## config.mk

```make
export PLATFORM = sky130hd
export DESIGN_NAME = siop_port
export DESIGN_NICKNAME = d
export VERILOG_FILES = /design/src/hw/siop_pkg.sv /design/src/hw/siop_port.sv
export SDC_FILE = /design/constraint.sdc
export NUM_CORES = 1
export LEC_CHECK = 0
export ABC_CLOCK_PERIOD_IN_PS = 3100
export BUFFER_PORTS_ARGS = -buffer_cell sky130_fd_sc_hd__buf_2
export CAP_MARGIN = 20
export CORE_MARGIN = 2
export CORE_UTILIZATION = 43
export DETAILED_ROUTE_END_ITERATION = 16
export PLACE_DENSITY = 0.83
export SKIP_CTS_REPAIR_TIMING = 1
export SYNTH_ARGS = -nofsm -noshare
export SYNTH_HDL_FRONTEND = slang
export SYNTH_SLANG_ARGS = --single-unit
```

## constraint.sdc

```tcl
create_clock -name sys_clk -period 3.1 [get_ports sys_clk]
set_input_delay 0.775 -clock sys_clk [delete_from_list [all_inputs] [get_ports sys_clk]]
set_output_delay 0.775 -clock sys_clk [all_outputs]
set_load 0.005 [all_outputs]
```

## src/hw/siop_pkg.sv

```systemverilog
// Constants for the six-bit I/O port latch.
// Assumes an Avalon-MM slave with byte addresses and 32-bit data.
// ----------------------------------------------------------------
// ----------------------------------------------------------------
package siop_pkg;
  localparam logic [7:0] SIOP_PORT_OFFSET = 8'h10;
  localparam int SIOP_PULLUP_BIT = 7;
  localparam logic [1:0] SIOP_LATCH_RESET = 2'h3;
  localparam logic SIOP_PULLUP_RESET = 1'b0;
  localparam int SIOP_SYNC_STAGES = 3;
  localparam int SIOP_PIN_COUNT = 6;
  localparam int SIOP_LATCH_LSB = 2;
  localparam int SIOP_LATCH_MSB = 3;
  localparam logic SIOP_WAIT_RESET = 1'h1;
  localparam logic SIOP_PULLUP_EN_RESET = 1'h1;
  localparam logic [5:0] SIOP_OE_RESET = 6'h00;
  localparam logic [5:0] SIOP_OUT_RESET = 6'h00;
endpackage

```

## src/hw/siop_port.sv

```systemverilog
// Six-bit I/O port latch with Avalon-MM register access.
// Assumes pins arrive asynchronously and peripherals run on sys_clk.
`timescale 1ns/100ps
module siop_port
  import siop_pkg::*;
#(
  parameter int PIN_COUNT = SIOP_PIN_COUNT,
  parameter int SYNC_STAGES = SIOP_SYNC_STAGES
)
(
  input wire logic sys_clk,
  input wire logic reset_n,
  input wire logic [7:0] avs_address,
  input wire logic avs_read,
  input wire logic avs_write,
  input wire logic [31:0] avs_writedata,
  input wire logic [3:0] avs_byteenable,
  output logic [31:0] avs_readdata,
  output logic avs_waitrequest,
  input wire logic [PIN_COUNT-1:0] pin_in,
  output logic [PIN_COUNT-1:0] pin_out,
  output logic [PIN_COUNT-1:0] pin_oe,
  input wire logic sync_serial_port_en,
  input wire logic sync_serial_port_pin_two_oe,
  input wire logic sync_serial_port_pin_three_oe,
  input wire logic first_usart_en,
  input wire logic usart_receive_or_sync_data_oe,
  input wire logic usart_receive_or_sync_data_out,
  input wire logic usart_transmit_or_sync_clock_oe,
  input wire logic usart_transmit_or_sync_clock_out,
  output logic pin_zero_level,
  output logic timer_zero_clock_input,
  output logic second_port_pullup_en
);
  import siop_pkg::*;

  // ------------------------------------------------------------
  // Elaboration checks
  // ------------------------------------------------------------
  // The pin map is fixed: two inputs, two open-drain pins, two USART pins
  if (PIN_COUNT != SIOP_PIN_COUNT)
  begin : g_pin_count_check
    $error("siop_port: PIN_COUNT must be six");
  end
  // Fewer than three stages leaves no settled pair of stages to compare
  if (SYNC_STAGES < SIOP_SYNC_STAGES)
  begin : g_sync_depth_check
    $error("siop_port: SYNC_STAGES must be at least three");
  end

  // ------------------------------------------------------------
  // Types
  // ------------------------------------------------------------
  typedef enum logic {SIOP_BUS_IDLE, SIOP_BUS_ANSWER} siop_bus_e;

  // ------------------------------------------------------------
  // Register state
  // ------------------------------------------------------------
  siop_bus_e bus_state_reg;
  siop_bus_e bus_state_next;
  logic wait_reg;
  logic [31:0] rdata_reg;
  logic [1:0] latch_reg;
  logic pullup_ctrl_reg;
  logic pullup_en_reg;
  logic [PIN_COUNT-1:0] level_reg;
  logic [PIN_COUNT-1:0] oe_reg;
  logic [PIN_COUNT-1:0] out_reg;
  logic level0_reg;
  logic level1_reg;

  // ------------------------------------------------------------
  // Named decode nets
  // ------------------------------------------------------------
  wire logic bus_request;
  wire logic bus_answer;
  wire logic write_take;
  wire logic read_load;
  wire logic wait_next;
  wire logic [1:0] latch_next;
  wire logic pullup_ctrl_next;
  wire logic [7:0] port_view;
  wire logic [31:0] rdata_next;
  wire logic oe_two;
  wire logic oe_three;
  wire logic oe_four;
  wire logic oe_five;
  wire logic [PIN_COUNT-1:0] oe_next;
  wire logic [PIN_COUNT-1:0] out_next;
  wire logic [PIN_COUNT-1:0] level_next;

  // ------------------------------------------------------------
  // Functions
  // ------------------------------------------------------------
  // Address decode is shared by the write and the read path
  function automatic logic siop_addr_hit(input logic [7:0] addr);
    siop_addr_hit = addr == SIOP_PORT_OFFSET;
  endfunction

  // Open drain: the latch can only pull low, a live serial port overrides it
  function automatic logic siop_drain_oe(
    input logic periph_en,
    input logic periph_oe,
    input logic latch_bit
  );
    siop_drain_oe = periph_en ? periph_oe : ~latch_bit;
  endfunction

  // ------------------------------------------------------------
  // Bus decode
  // ------------------------------------------------------------
  assign bus_request = avs_read | avs_write;
  assign bus_answer = bus_state_reg == SIOP_BUS_ANSWER;
  // A write lands only at the edge where waitrequest is seen low
  assign write_take = avs_write & bus_answer & avs_byteenable[0]
    & siop_addr_hit(avs_address);
  // Read data is captured in the wait cycle so it stands registered
  assign read_load = avs_read & ~bus_answer;
  assign wait_next = bus_state_next != SIOP_BUS_ANSWER;

  // ------------------------------------------------------------
  // Bus handshake
  // ------------------------------------------------------------
  always_comb
  begin
    bus_state_next = bus_state_reg;
    unique case (bus_state_reg)
      SIOP_BUS_IDLE:
      begin
        if (bus_request)
        begin
          bus_state_next = SIOP_BUS_ANSWER;
        end
      end
      SIOP_BUS_ANSWER:
      begin
        // Master releases here, so no request is taken twice
        bus_state_next = SIOP_BUS_IDLE;
      end
    endcase
  end

  always_ff @(posedge sys_clk)
  begin
    if (!reset_n)
    begin
      bus_state_reg <= SIOP_BUS_IDLE;
    end
    else
    begin
      bus_state_reg <= bus_state_next;
    end
  end

  always_ff @(posedge sys_clk)
  begin
    if (!reset_n)
    begin
      wait_reg <= SIOP_WAIT_RESET;
    end
    else
    begin
      wait_reg <= wait_next;
    end
  end

  // ------------------------------------------------------------
  // Pin synchroniser
  // ------------------------------------------------------------
  // Not reset: pin levels are unknown until they settle anyway
  genvar pin_i;
  generate
    for (pin_i = 0; pin_i < PIN_COUNT; pin_i++)
    begin : g_pin_sync
      logic [SYNC_STAGES-1:0] chain_reg;
      // Last two stages must agree, so a level caught mid-edge is not taken
      assign level_next[pin_i] =
        (chain_reg[SYNC_STAGES-1] == chain_reg[SYNC_STAGES-2])
        ? chain_reg[SYNC_STAGES-1] : level_reg[pin_i];
      always_ff @(posedge sys_clk)
      begin
        chain_reg <= {chain_reg[SYNC_STAGES-2:0], pin_in[pin_i]};
      end
    end
  endgenerate

  always_ff @(posedge sys_clk)
  begin
    level_reg <= level_next;
  end

  // ------------------------------------------------------------
  // Port latch and pull-up control
  // ------------------------------------------------------------
  // Only bits three and two are stored for pins, plus bit seven for pull-up control; other pins have no latch
  assign latch_next = write_take ? avs_writedata[SIOP_LATCH_MSB:SIOP_LATCH_LSB]
    : latch_reg;
  assign pullup_ctrl_next = write_take ? avs_writedata[SIOP_PULLUP_BIT]
    : pullup_ctrl_reg;

  always_ff @(posedge sys_clk)
  begin
    if (!reset_n)
    begin
      latch_reg <= SIOP_LATCH_RESET;
    end
    else
    begin
      latch_reg <= latch_next;
    end
  end

  always_ff @(posedge sys_clk)
  begin
    if (!reset_n)
    begin
      pullup_ctrl_reg <= SIOP_PULLUP_RESET;
    end
    else
    begin
      pullup_ctrl_reg <= pullup_ctrl_next;
    end
  end

  always_ff @(posedge sys_clk)
  begin
    if (!reset_n)
    begin
      pullup_en_reg <= SIOP_PULLUP_EN_RESET;
    end
    else
    begin
      pullup_en_reg <= ~pullup_ctrl_reg;
    end
  end

  // ------------------------------------------------------------
  // Read path
  // ------------------------------------------------------------
  // Read shows pins, not the latch; bit six reads zero
  assign port_view = {pullup_ctrl_reg, 1'b0, level_reg};
  assign rdata_next = ~read_load ? rdata_reg
    : siop_addr_hit(avs_address) ? {24'h0, port_view} : 32'h0;

  always_ff @(posedge sys_clk)
  begin
    if (!reset_n)
    begin
      rdata_reg <= 32'h0;
    end
    else
    begin
      rdata_reg <= rdata_next;
    end
  end

  // ------------------------------------------------------------
  // Pin drive
  // ------------------------------------------------------------
  assign oe_two = siop_drain_oe(sync_serial_port_en, sync_serial_port_pin_two_oe,
    latch_reg[0]);
  assign oe_three = siop_drain_oe(sync_serial_port_en, sync_serial_port_pin_three_oe,
    latch_reg[1]);
  // USART alone drives pins four and five; disabled it floats them
  assign oe_four = first_usart_en & usart_receive_or_sync_data_oe;
  assign oe_five = first_usart_en & usart_transmit_or_sync_clock_oe;
  // Pins zero and one never drive: no direction bit exists to turn them
  assign oe_next = {oe_five, oe_four, oe_three, oe_two, 2'h0};
  // Open-drain pins only ever pull low, so their data is fixed at zero
  assign out_next = {usart_transmit_or_sync_clock_out, usart_receive_or_sync_data_out,
    4'h0};

  always_ff @(posedge sys_clk)
  begin
    if (!reset_n)
    begin
      oe_reg <= SIOP_OE_RESET;
    end
    else
    begin
      oe_reg <= oe_next;
    end
  end

  always_ff @(posedge sys_clk)
  begin
    if (!reset_n)
    begin
      out_reg <= SIOP_OUT_RESET;
    end
    else
    begin
      out_reg <= out_next;
    end
  end

  // ------------------------------------------------------------
  // Alternate input functions
  // ------------------------------------------------------------
  // Costs one cycle over the filtered level, but keeps outputs on flops
  always_ff @(posedge sys_clk)
  begin
    if (!reset_n)
    begin
      level0_reg <= 1'b0;
    end
    else
    begin
      level0_reg <= level_reg[0];
    end
  end

  always_ff @(posedge sys_clk)
  begin
    if (!reset_n)
    begin
      level1_reg <= 1'b0;
    end
    else
    begin
      level1_reg <= level_reg[1];
    end
  end

  // ------------------------------------------------------------
  // Outputs
  // ------------------------------------------------------------
  assign avs_waitrequest = wait_reg;
  assign avs_readdata = rdata_reg;
  assign pin_oe = oe_reg;
  assign pin_out = out_reg;
  assign pin_zero_level = level0_reg;
  assign timer_zero_clock_input = level1_reg;
  assign second_port_pullup_en = pullup_en_reg;
endmodule

```

==> run metrics, run 1 <==
PwrDens 538 nW/um2; Worst setup EP type flop; DIE WIDTH ~65 um; CP cell instances buf_2 -> nor4b_4 -> and3_1 -> mux2i_1; part of the power in combinational logic 0.066; Seq/Total Area, Yosys 0.610; multi-input logic area ~470 um2; pre-CTS setup slack 1.07 ns; routed length per placed instance between 9 and 10 um; Avg Cell Area, Syn 11.4 um2; vias after detailed routing 954; hold depth 0; fraction of layout cells with a size suffix above 1 0.294; Synth Warn # 0; PortBufs 46; CTS max path bufs 2; Syn Std Cell Area between 1500 and 2000 um2; initial antenna violation count 0; worst r2r dst avs_readdata[2]$_SDFFE_PN0P_; CP bufs+invs 1; final hold viol count 0; synthesized instance count about 140; Hold WC Path Type reg2reg; clock-pin slew on the worst setup and hold paths 0.11 ns; register share of total power 0.655; worst clock skew 0.00332 ns; Core Area between 3000 and 4000 um2; Final GP Congestion 0.678; sw frac 0.213; hold_sp g_pin_sync[4].chain_reg[0]$_DFF_P_; Synth async-reset ratio 0; vias in the first global route between 800 and 900; clk_lat worst skew roughly 0.34 ns; Worst Slack Setup Final 1.41 ns; die height 64.6 um; Hold Path Sink g_pin_sync[4].chain_reg[1]$_DFF_P_; Unique masters post-synth 21; measured slew at the worst slew-check pin 0.497 ns; placed cell count 226; initial cell density of the core 0.462; final WL 2190 um; IO Pins 110; Area Overhead vs Synth 12.9%; ys flop type dfxtp_1; antenna fix cells 0; row cnt 21; Worst setup SP type input pin; Die Area about 4200 um2; Finished Layout Cells 233; largest net degree at the start of global routing 15; antenna-violating nets left 0; Fin Setup TNS 0 ns; Lkg Pwr 0.825 nW; Critical R2R Launch bus_answer$_SDFF_PN0_; slowest CP cell nor4b_4; f_max 592 MHz; status finished, final reports clean; # fillers roughly 330; CTS root buffer clkbuf_4; Synth Register Bits 45; Setup-failing EPs final 0; top cells by count, synth dfxtp_1, buf_4, a21oi_1, nand2_1, nor2_1; DRT iter0 DRCs 26; Critical Path RT 3.37 ns; Residual DRC 0; clock share of power 0.279; Peak VDD IR 323 uV; Worst Reg2Reg Path Length in Cells 3; Rel. slew slack 0.667; Fin Hold WS 0.337 ns; cell taking the most area after synthesis dfxtp_1; CTS Sinks 45; first-pass GRT wire length 3510 um; Via-to-Cell Ratio roughly 4.1; CP arrival 1.96 ns; register-to-register setup slack 1.98 ns; Final #Nets 249; CP delay by family, top simple AND/OR/NAND/NOR gates; internal power 0.754 mW; CTS tree yes; Sequential Area 961 um2; max reg flops 18; top fanout value on the critical path 8; sw power 0.204 mW; ranking of synthesized cells by area dfxtp_1, buf_4, edfxtp_1; final worst-path cycle share 0.545; Yosys top cell area share 0.495; Slew Viols, Final 0; cts bufs inserted 5; Crit Path Class in2reg; most numerous cell in the Yosys netlist dfxtp_1; hpwl dp 1600 um; crit-path max cell delay about 0.50 ns; EDFF count, synth 6; Pre-Repair DR Iteration Count 3; total gr overflow 0; Tmin final about 1.7 ns; H-Tree Level Count 2; RSZ-0062 raised after global routing no; Max-cap violations 0; worst setup path startpoint avs_address[3]; GRT Total Usage 0.112
worst reg2reg max path: cells and delay by family (launching register included):
family,cells,cell delay [ns]
flip-flops,1,0.34
AO/OA/AOI/OAI,1,0.17
AND/OR/NAND/NOR,2,0.53
power groups by stage:
stage / registers, mW / logic, mW / clock network (mW)
final: 0.627 / 0.0629 / 0.267
after CTS: 0.628 / 0.0626 / 0.278
after floorplan: 0.640 / 0.0592 / 0
after global routing: 0.630 / 0.0710 / 0.305
after detailed placement: 0.641 / 0.0624 / 0
after global placement: 0.640 / 0.0614 / 0
through the flow:
stage	total power, mW	utilization	instance area, um2
3_5_place_dp	0.703	0.505	1730
5_1_grt	1.01	0.521	1780
4_1_cts	0.968	0.521	1780
3_3_place_gp	0.701	0.505	1730
6_report	0.958	0.521	1780
2_1_floorplan	0.699	-	1690
worst max-delay path by stage:
stage	slack, ns	endpoint	depth (start not counted)
floorplan	1.39	latch_reg[0]$_SDFFE_PN1P_	4
global placement	1.10	pullup_ctrl_reg$_SDFFE_PN0P_	4
detailed placement	1.07	latch_reg[0]$_SDFFE_PN1P_	4
CTS	1.42	pullup_ctrl_reg$_SDFFE_PN0P_	4
global route	1.37	pullup_ctrl_reg$_SDFFE_PN0P_	4
finish	1.41	pullup_ctrl_reg$_SDFFE_PN0P_	4
metal layers:
layer	part of all wire	wire, um	up-vias	global-route usage
li1	-	-	487	-
met1	0.42	912	410	0.123
met2	0.45	994	52	0.176
met3	0.12	260	5	0.0573
met4	0.012	27	0	0.0612
met5	0	0	-	0
placed cells by master, fill, tap and decap left out:
cell type,synthesis,routed
nand2b_1,1,1
mux2i_1,3,3
and3_1,4,4
nand2_1,9,9
clkbuf_1,2,1
inv_1,1,1
dfxtp_1,39,39
inv_2,1,1
clkbuf_4,0,5
nand4_1,7,7
nor4b_4,1,1
xnor2_1,6,6
nor4_4,1,1
nor2_1,9,9
clkbuf_8,0,1
edfxtp_1,6,6
a21oi_1,9,9
nor2b_1,1,1
buf_2,0,46
conb_1,1,31
and2_1,4,4
or3_1,1,1
kinds of logic after synthesis:
group	synth area share
muxes	0.0190
and+or+nand+nor	0.143
AOI/OAI and AO/OA	0.0286
other	0.00238
xor gates and xnor gates	0.0333
DFF	0.610
buffers and inverters	0.164
final cells by class:
type	count	area share
tap	46	0.0323
inverter	2	0.00422
multi-input combinational	87	0.264
sequential	45	0.540
clock buffer	7	0.0309
timing repair buffer	46	0.129
Power figures use the tool's default switching activity.
==> run 2: changes to the inputs <==
ABC_AREA = 1   (was default)
ABC_CLOCK_PERIOD_IN_PS = 1600   (was 3100)
CORE_UTILIZATION = 40   (was 43)
PLACE_DENSITY = 0.78   (was 0.83)
clock period = 1.6 ns   (was 3.1 ns; I/O delays follow)
==> run 2 against run 1 <==
Register-to-register slack worse by 1.5 ns. Core utilization fell by 2.8 points. Hold slack got worse by 0.13 ns. Largest cell class unchanged. Flip-flop and latch count did not move. Critical path depth is 3 lower. Combinational power grew 140%. First-iteration DRC count grew 50%. Die area up 8.5%. Sequential share of layout area down 1.9 points. Clock skew is essentially flat.
==> run metrics, run 2 <==
status finished, final reports clean; Unique masters post-synth 18; Final #Nets 272; GRT Total Usage 0.0999; DRT iter0 DRCs 39; Synth Register Bits 45; CP cell instances buf_2; Via-to-Cell Ratio 3.92; Final GP Congestion 0.593; Synth Warn # 0; EDFF count, synth 6; Tmin final 1.14 ns; RSZ-0062 raised after global routing no; final hold viol count 0; vias in the first global route 787; top fanout value on the critical path 2; clock-pin slew on the worst setup and hold paths 0.07 ns; IO Pins 110; Cell Area, Placed approximately 1800 um2; Yosys top cell area share 0.488; CTS tree yes; Max-cap violations 0; CP arrival 0.74 ns; Avg Cell Area, Syn 9.99 um2; cts bufs inserted 5; fin util 0.493; Lkg Pwr 0.902 nW; antenna-violating nets left 0; final total power 2.07 mW; cell taking the most area after synthesis dfxtp_1; Synth async-reset ratio 0; Residual DRC 0; Fin Setup TNS 0 ns; Peak VDD IR 706 uV; Critical Path RT 1.20 ns; Area Overhead vs Synth 15.4%; ys flop type dfxtp_1; final worst-path cycle share 0.714; Syn Std Cell Area 1600 um2; CP delay by family, top flip-flops; Worst setup SP type flop; synthesized instance count 160; Crit Path Class reg2out; Hold WC Path Type in2reg; Pre-Repair DR Iteration Count 4; PwrDens 1120 nW/um2; clk_lat worst skew ~0.29 ns; total gr overflow 0; CTS Sinks 45; first-pass GRT wire length 3170 um; slowest CP cell dfxtp_1; post-route cell area 1850 um2; most numerous cell in the Yosys netlist dfxtp_1; largest net degree at the start of global routing 15; ranking of synthesized cells by area dfxtp_1, buf_4, edfxtp_1; Slew Viols, Final 0; vias after detailed routing 1016; commonest non-fill, non-tap cell in the layout buf_2; Setup-failing EPs final 0; initial cell density of the core 0.427; DIE WIDTH 67.2 um; Seq/Total Area, Yosys 0.601; CP bufs+invs 1; crit-path max cell delay 0.34 ns; measured slew at the worst slew-check pin 0.511 ns; antenna fix cells 0; routed length per placed instance roughly 8.5 um; CTS max path bufs 2; Core Area 3740 um2; hpwl dp about 1600 um; Die Area 4520 um2; most frequent cells in the layout buf_2, dfxtp_1, conb_1, nand2_1, nor2_1; fraction of layout cells with a size suffix above 1 0.275; initial antenna violation count 0; row cnt 22; top cells by count, synth dfxtp_1, buf_4, nand2_1; H-Tree Level Count 2; f_max 875 MHz; die height 67.2 um; CTS root buffer clkbuf_8; Worst setup EP type output pin; max reg flops 18; # fillers around 370; Rel. slew slack 0.659; PortBufs 46; final WL 2190 um; worst clock skew approximately 0.0032 ns
[run 2: changes by cell type in the layout (fill, tap and decap cells not counted), moves of 2 or more]
cell,delta
a21oi_2,+2
and2_1,-4
and3_1,-3
buf_4,+2
clkbuf_4,-5
clkbuf_8,+5
inv_1,+9
mux2i_1,-3
nand2_1,+13
nand3_1,+5
nand4_1,-7
nor2_1,+4
nor2_2,+2
o21ai_0,+9
[run 2: worst paths after layout]
check	slack [ns]	to	cells past startpoint	startpoint
worst max-delay path	0.46	avs_readdata[5]	1	avs_readdata[5]$_SDFFE_PN0P_
worst min-delay path	0.21	g_pin_sync[1].chain_reg[0]$_DFF_P_	1	pin_in[1]
worst max register to register	0.47	avs_readdata[3]$_SDFFE_PN0P_	3	bus_answer$_SDFF_PN0_
worst min register to register	0.33	g_pin_sync[2].chain_reg[1]$_DFF_P_	0	g_pin_sync[2].chain_reg[0]$_DFF_P_
[run 2: area by class of cell]
cell class,instances,area [um2],share of cell area
Sequential cell,45,961,0.521
Multi-Input combinational cell,100,452,0.245
Timing Repair Buffer,48,245,0.133
Clock buffer,8,90.1,0.0488
Tap cell,48,60.1,0.0325
Inverter,10,37.5,0.0203
[run 2: stage by stage]
step	hold slack [ns]	std cells	setup WS (ns)
floorplan	0.310	190	0.590
global placement	0.311	251	0.316
detailed placement	0.312	251	0.290
CTS	0.193	259	0.440
global route	0.187	259	0.313
finish	0.205	259	0.457
[run 2: metal layers]
metal / vias to the layer above / part of all wire / GRT usage / wire, um
met5: - / 0 / 0 / 0
met4: 0 / 0.016 / 0.0689 / 36
met3: 5 / 0.12 / 0.0500 / 267
met2: 49 / 0.46 / 0.168 / 1000
met1: 428 / 0.40 / 0.0943 / 884
li1: 534 / - / - / -
[run 2: power breakdown]
| part | total [mW] | internal [mW] | switching, mW |
|---|---|---|---|
| clock | 0.687 | 0.352 | 0.335 |
| combinational | 0.149 | 0.0687 | 0.0803 |
| sequential | 1.23 | 1.21 | 0.0230 |
[run 2: logic make-up (layout without fill, tap and decap cells)]
logic type,Yosys count,after routing,share of synthesized area
DFF,45,45,0.601
buffers and inverters,45,66,0.187
and+or+nand+nor,44,44,0.113
AOI/OAI and AO/OA,19,19,0.0642
xor gates and xnor gates,6,6,0.0329
other,1,31,0.00235
==> run 3: changes to the inputs <==
ABC_CLOCK_PERIOD_IN_PS = 1000   (was 1600)
CORE_UTILIZATION = 36   (was 40)
PLACE_DENSITY = 0.74   (was 0.78)
clock period = 1 ns   (was 1.6 ns; I/O delays follow)
==> run 3 against run 2 <==
Clock-buffer cell count shrank 1. Cell count grew 2.7%. Sequential power grew 61%. Clock skew grew 0.0043 ns. Critical path type unchanged. Largest cell class unchanged.
==> run metrics, run 3 (synthesized netlist as in run 2, its figures left out) <==
status finished, final reports clean; antenna-violating nets left 0; Die Area about 5000 um2; Tmin final ~1 ns; Residual DRC 0; worst clock skew 0.00749 ns; cts bufs inserted 5; Lkg Pwr 0.939 nW; routed length per placed instance roughly 8.8 um; CTS Sinks 45; die height 70.6 um; first-pass GRT wire length 3720 um; Fin Hold WS ~0.057 ns; Final #Nets 275; total gr overflow 0; final total power 3.62 mW; Pre-Repair DR Iteration Count 4; Via-to-Cell Ratio ~3.8; CTS tree yes; clock-pin slew on the worst setup and hold paths 0.08 ns; Worst Reg2Reg Path Length in Cells 4; worst r2r dst avs_readdata[1]$_SDFFE_PN0P_; post-route cell area approximately 1900 um2; Critical Path RT 0.75 ns; CTS root buffer clkbuf_8; # fillers 418; GRT Total Usage 0.0989; Hold Path Sink g_pin_sync[0].chain_reg[0]$_DFF_P_; Peak VDD IR between 700 and 800 uV; CP arrival between 0.7 and 0.8 ns; Critical R2R Launch bus_answer$_SDFF_PN0_; f_max 1000 MHz; CP cell instances buf_2; Worst Slack Setup Final 0.00291 ns; Worst setup SP type flop; initial antenna violation count 0; Crit Path Class reg2out; hold depth 1; pre-CTS setup slack -0.130 ns; crit-path max cell delay 0.33 ns; commonest non-fill, non-tap cell in the layout buf_2; vias in the first global route approximately 900; Core Area 4320 um2; vias after detailed routing 1021; CP bufs+invs 1; Cell Area, Placed 1800 um2; PwrDens 1860 nW/um2; IO Pins 110; most frequent cells in the layout buf_2, conb_1, dfxtp_1, nand2_1, nor2_1; PortBufs 46; Hold WC Path Type in2reg; RSZ-0062 raised after global routing yes; DIE WIDTH between 70 and 80 um; Final GP Congestion 0.740; CTS max path bufs 2; DRT iter0 DRCs roughly 90; CP delay by family, top flip-flops; largest net degree at the start of global routing 15; initial cell density of the core 0.370; hpwl dp about 1700 um; slowest CP cell dfxtp_2; fin util 0.450; max reg flops 18; final worst-path cycle share 0.997; Setup-failing EPs final 0; hold_sp pin_in[0]; final WL 2340 um; H-Tree Level Count 2; clk_lat worst skew 0.29 ns; Slew Viols, Final 0; final hold viol count 0; top fanout value on the critical path 2; Area Overhead vs Synth 21.7%; register-to-register setup slack 0.07 ns; Worst setup EP type output pin; Max-cap violations 0; antenna fix cells 0; row cnt 24; fraction of layout cells with a size suffix above 1 0.332
==> run 3: cell types whose count changed in the layout (fill, tap and decap cells not counted), sizes merged <==
cell | before | now
clkbuf | 8 | 7
buf | 48 | 51
bufinv | 0 | 1
==> run 3: layer usage <==
layer | vias up | GRT usage | share of wire
li1 | 546 | - | -
met4 | 0 | 0.0440 | 0.019
met2 | 59 | 0.142 | 0.42
met3 | 5 | 0.0641 | 0.13
met1 | 411 | 0.117 | 0.43
met5 | - | 0 | 0
==> run 3: worst max path at each step <==
stage	from	to	depth (start not counted)
6_report	avs_readdata[5]$_SDFFE_PN0P_	avs_readdata[5]	1
5_1_grt	avs_readdata[5]$_SDFFE_PN0P_	avs_readdata[5]	1
4_1_cts	avs_readdata[5]$_SDFFE_PN0P_	avs_readdata[5]	1
3_5_place_dp	avs_address[7]	avs_readdata[1]$_SDFFE_PN0P_	7
3_3_place_gp	avs_address[1]	avs_readdata[2]$_SDFFE_PN0P_	7
2_1_floorplan	avs_address[1]	avs_readdata[2]$_SDFFE_PN0P_	6
==> run 3: through the flow <==
step	setup TNS [ns]	cells
2_1_floorplan	0	190
3_3_place_gp	-0.660	258
3_5_place_dp	-0.861	258
4_1_cts	-0.0883	266
5_1_grt	-0.123	266
6_report	0	266
==> run 3: final cells by class <==
type	instances	area, um2	share of cell area
Clock inverter	1	30.0	0.0154
Timing Repair Buffer	51	299	0.154
Multi-Input combinational cell	100	457	0.235
Tap cell	52	65.1	0.0334
Clock buffer	7	86.3	0.0444
Sequential cell	45	971	0.499
Inverter	10	37.5	0.0193
==> run 3: power breakdown <==
| part | switching (mW) | internal, mW |
|---|---|---|
| registers | 0.0414 | 1.94 |
| logic | 0.130 | 0.132 |
| clock network | 0.563 | 0.814 |
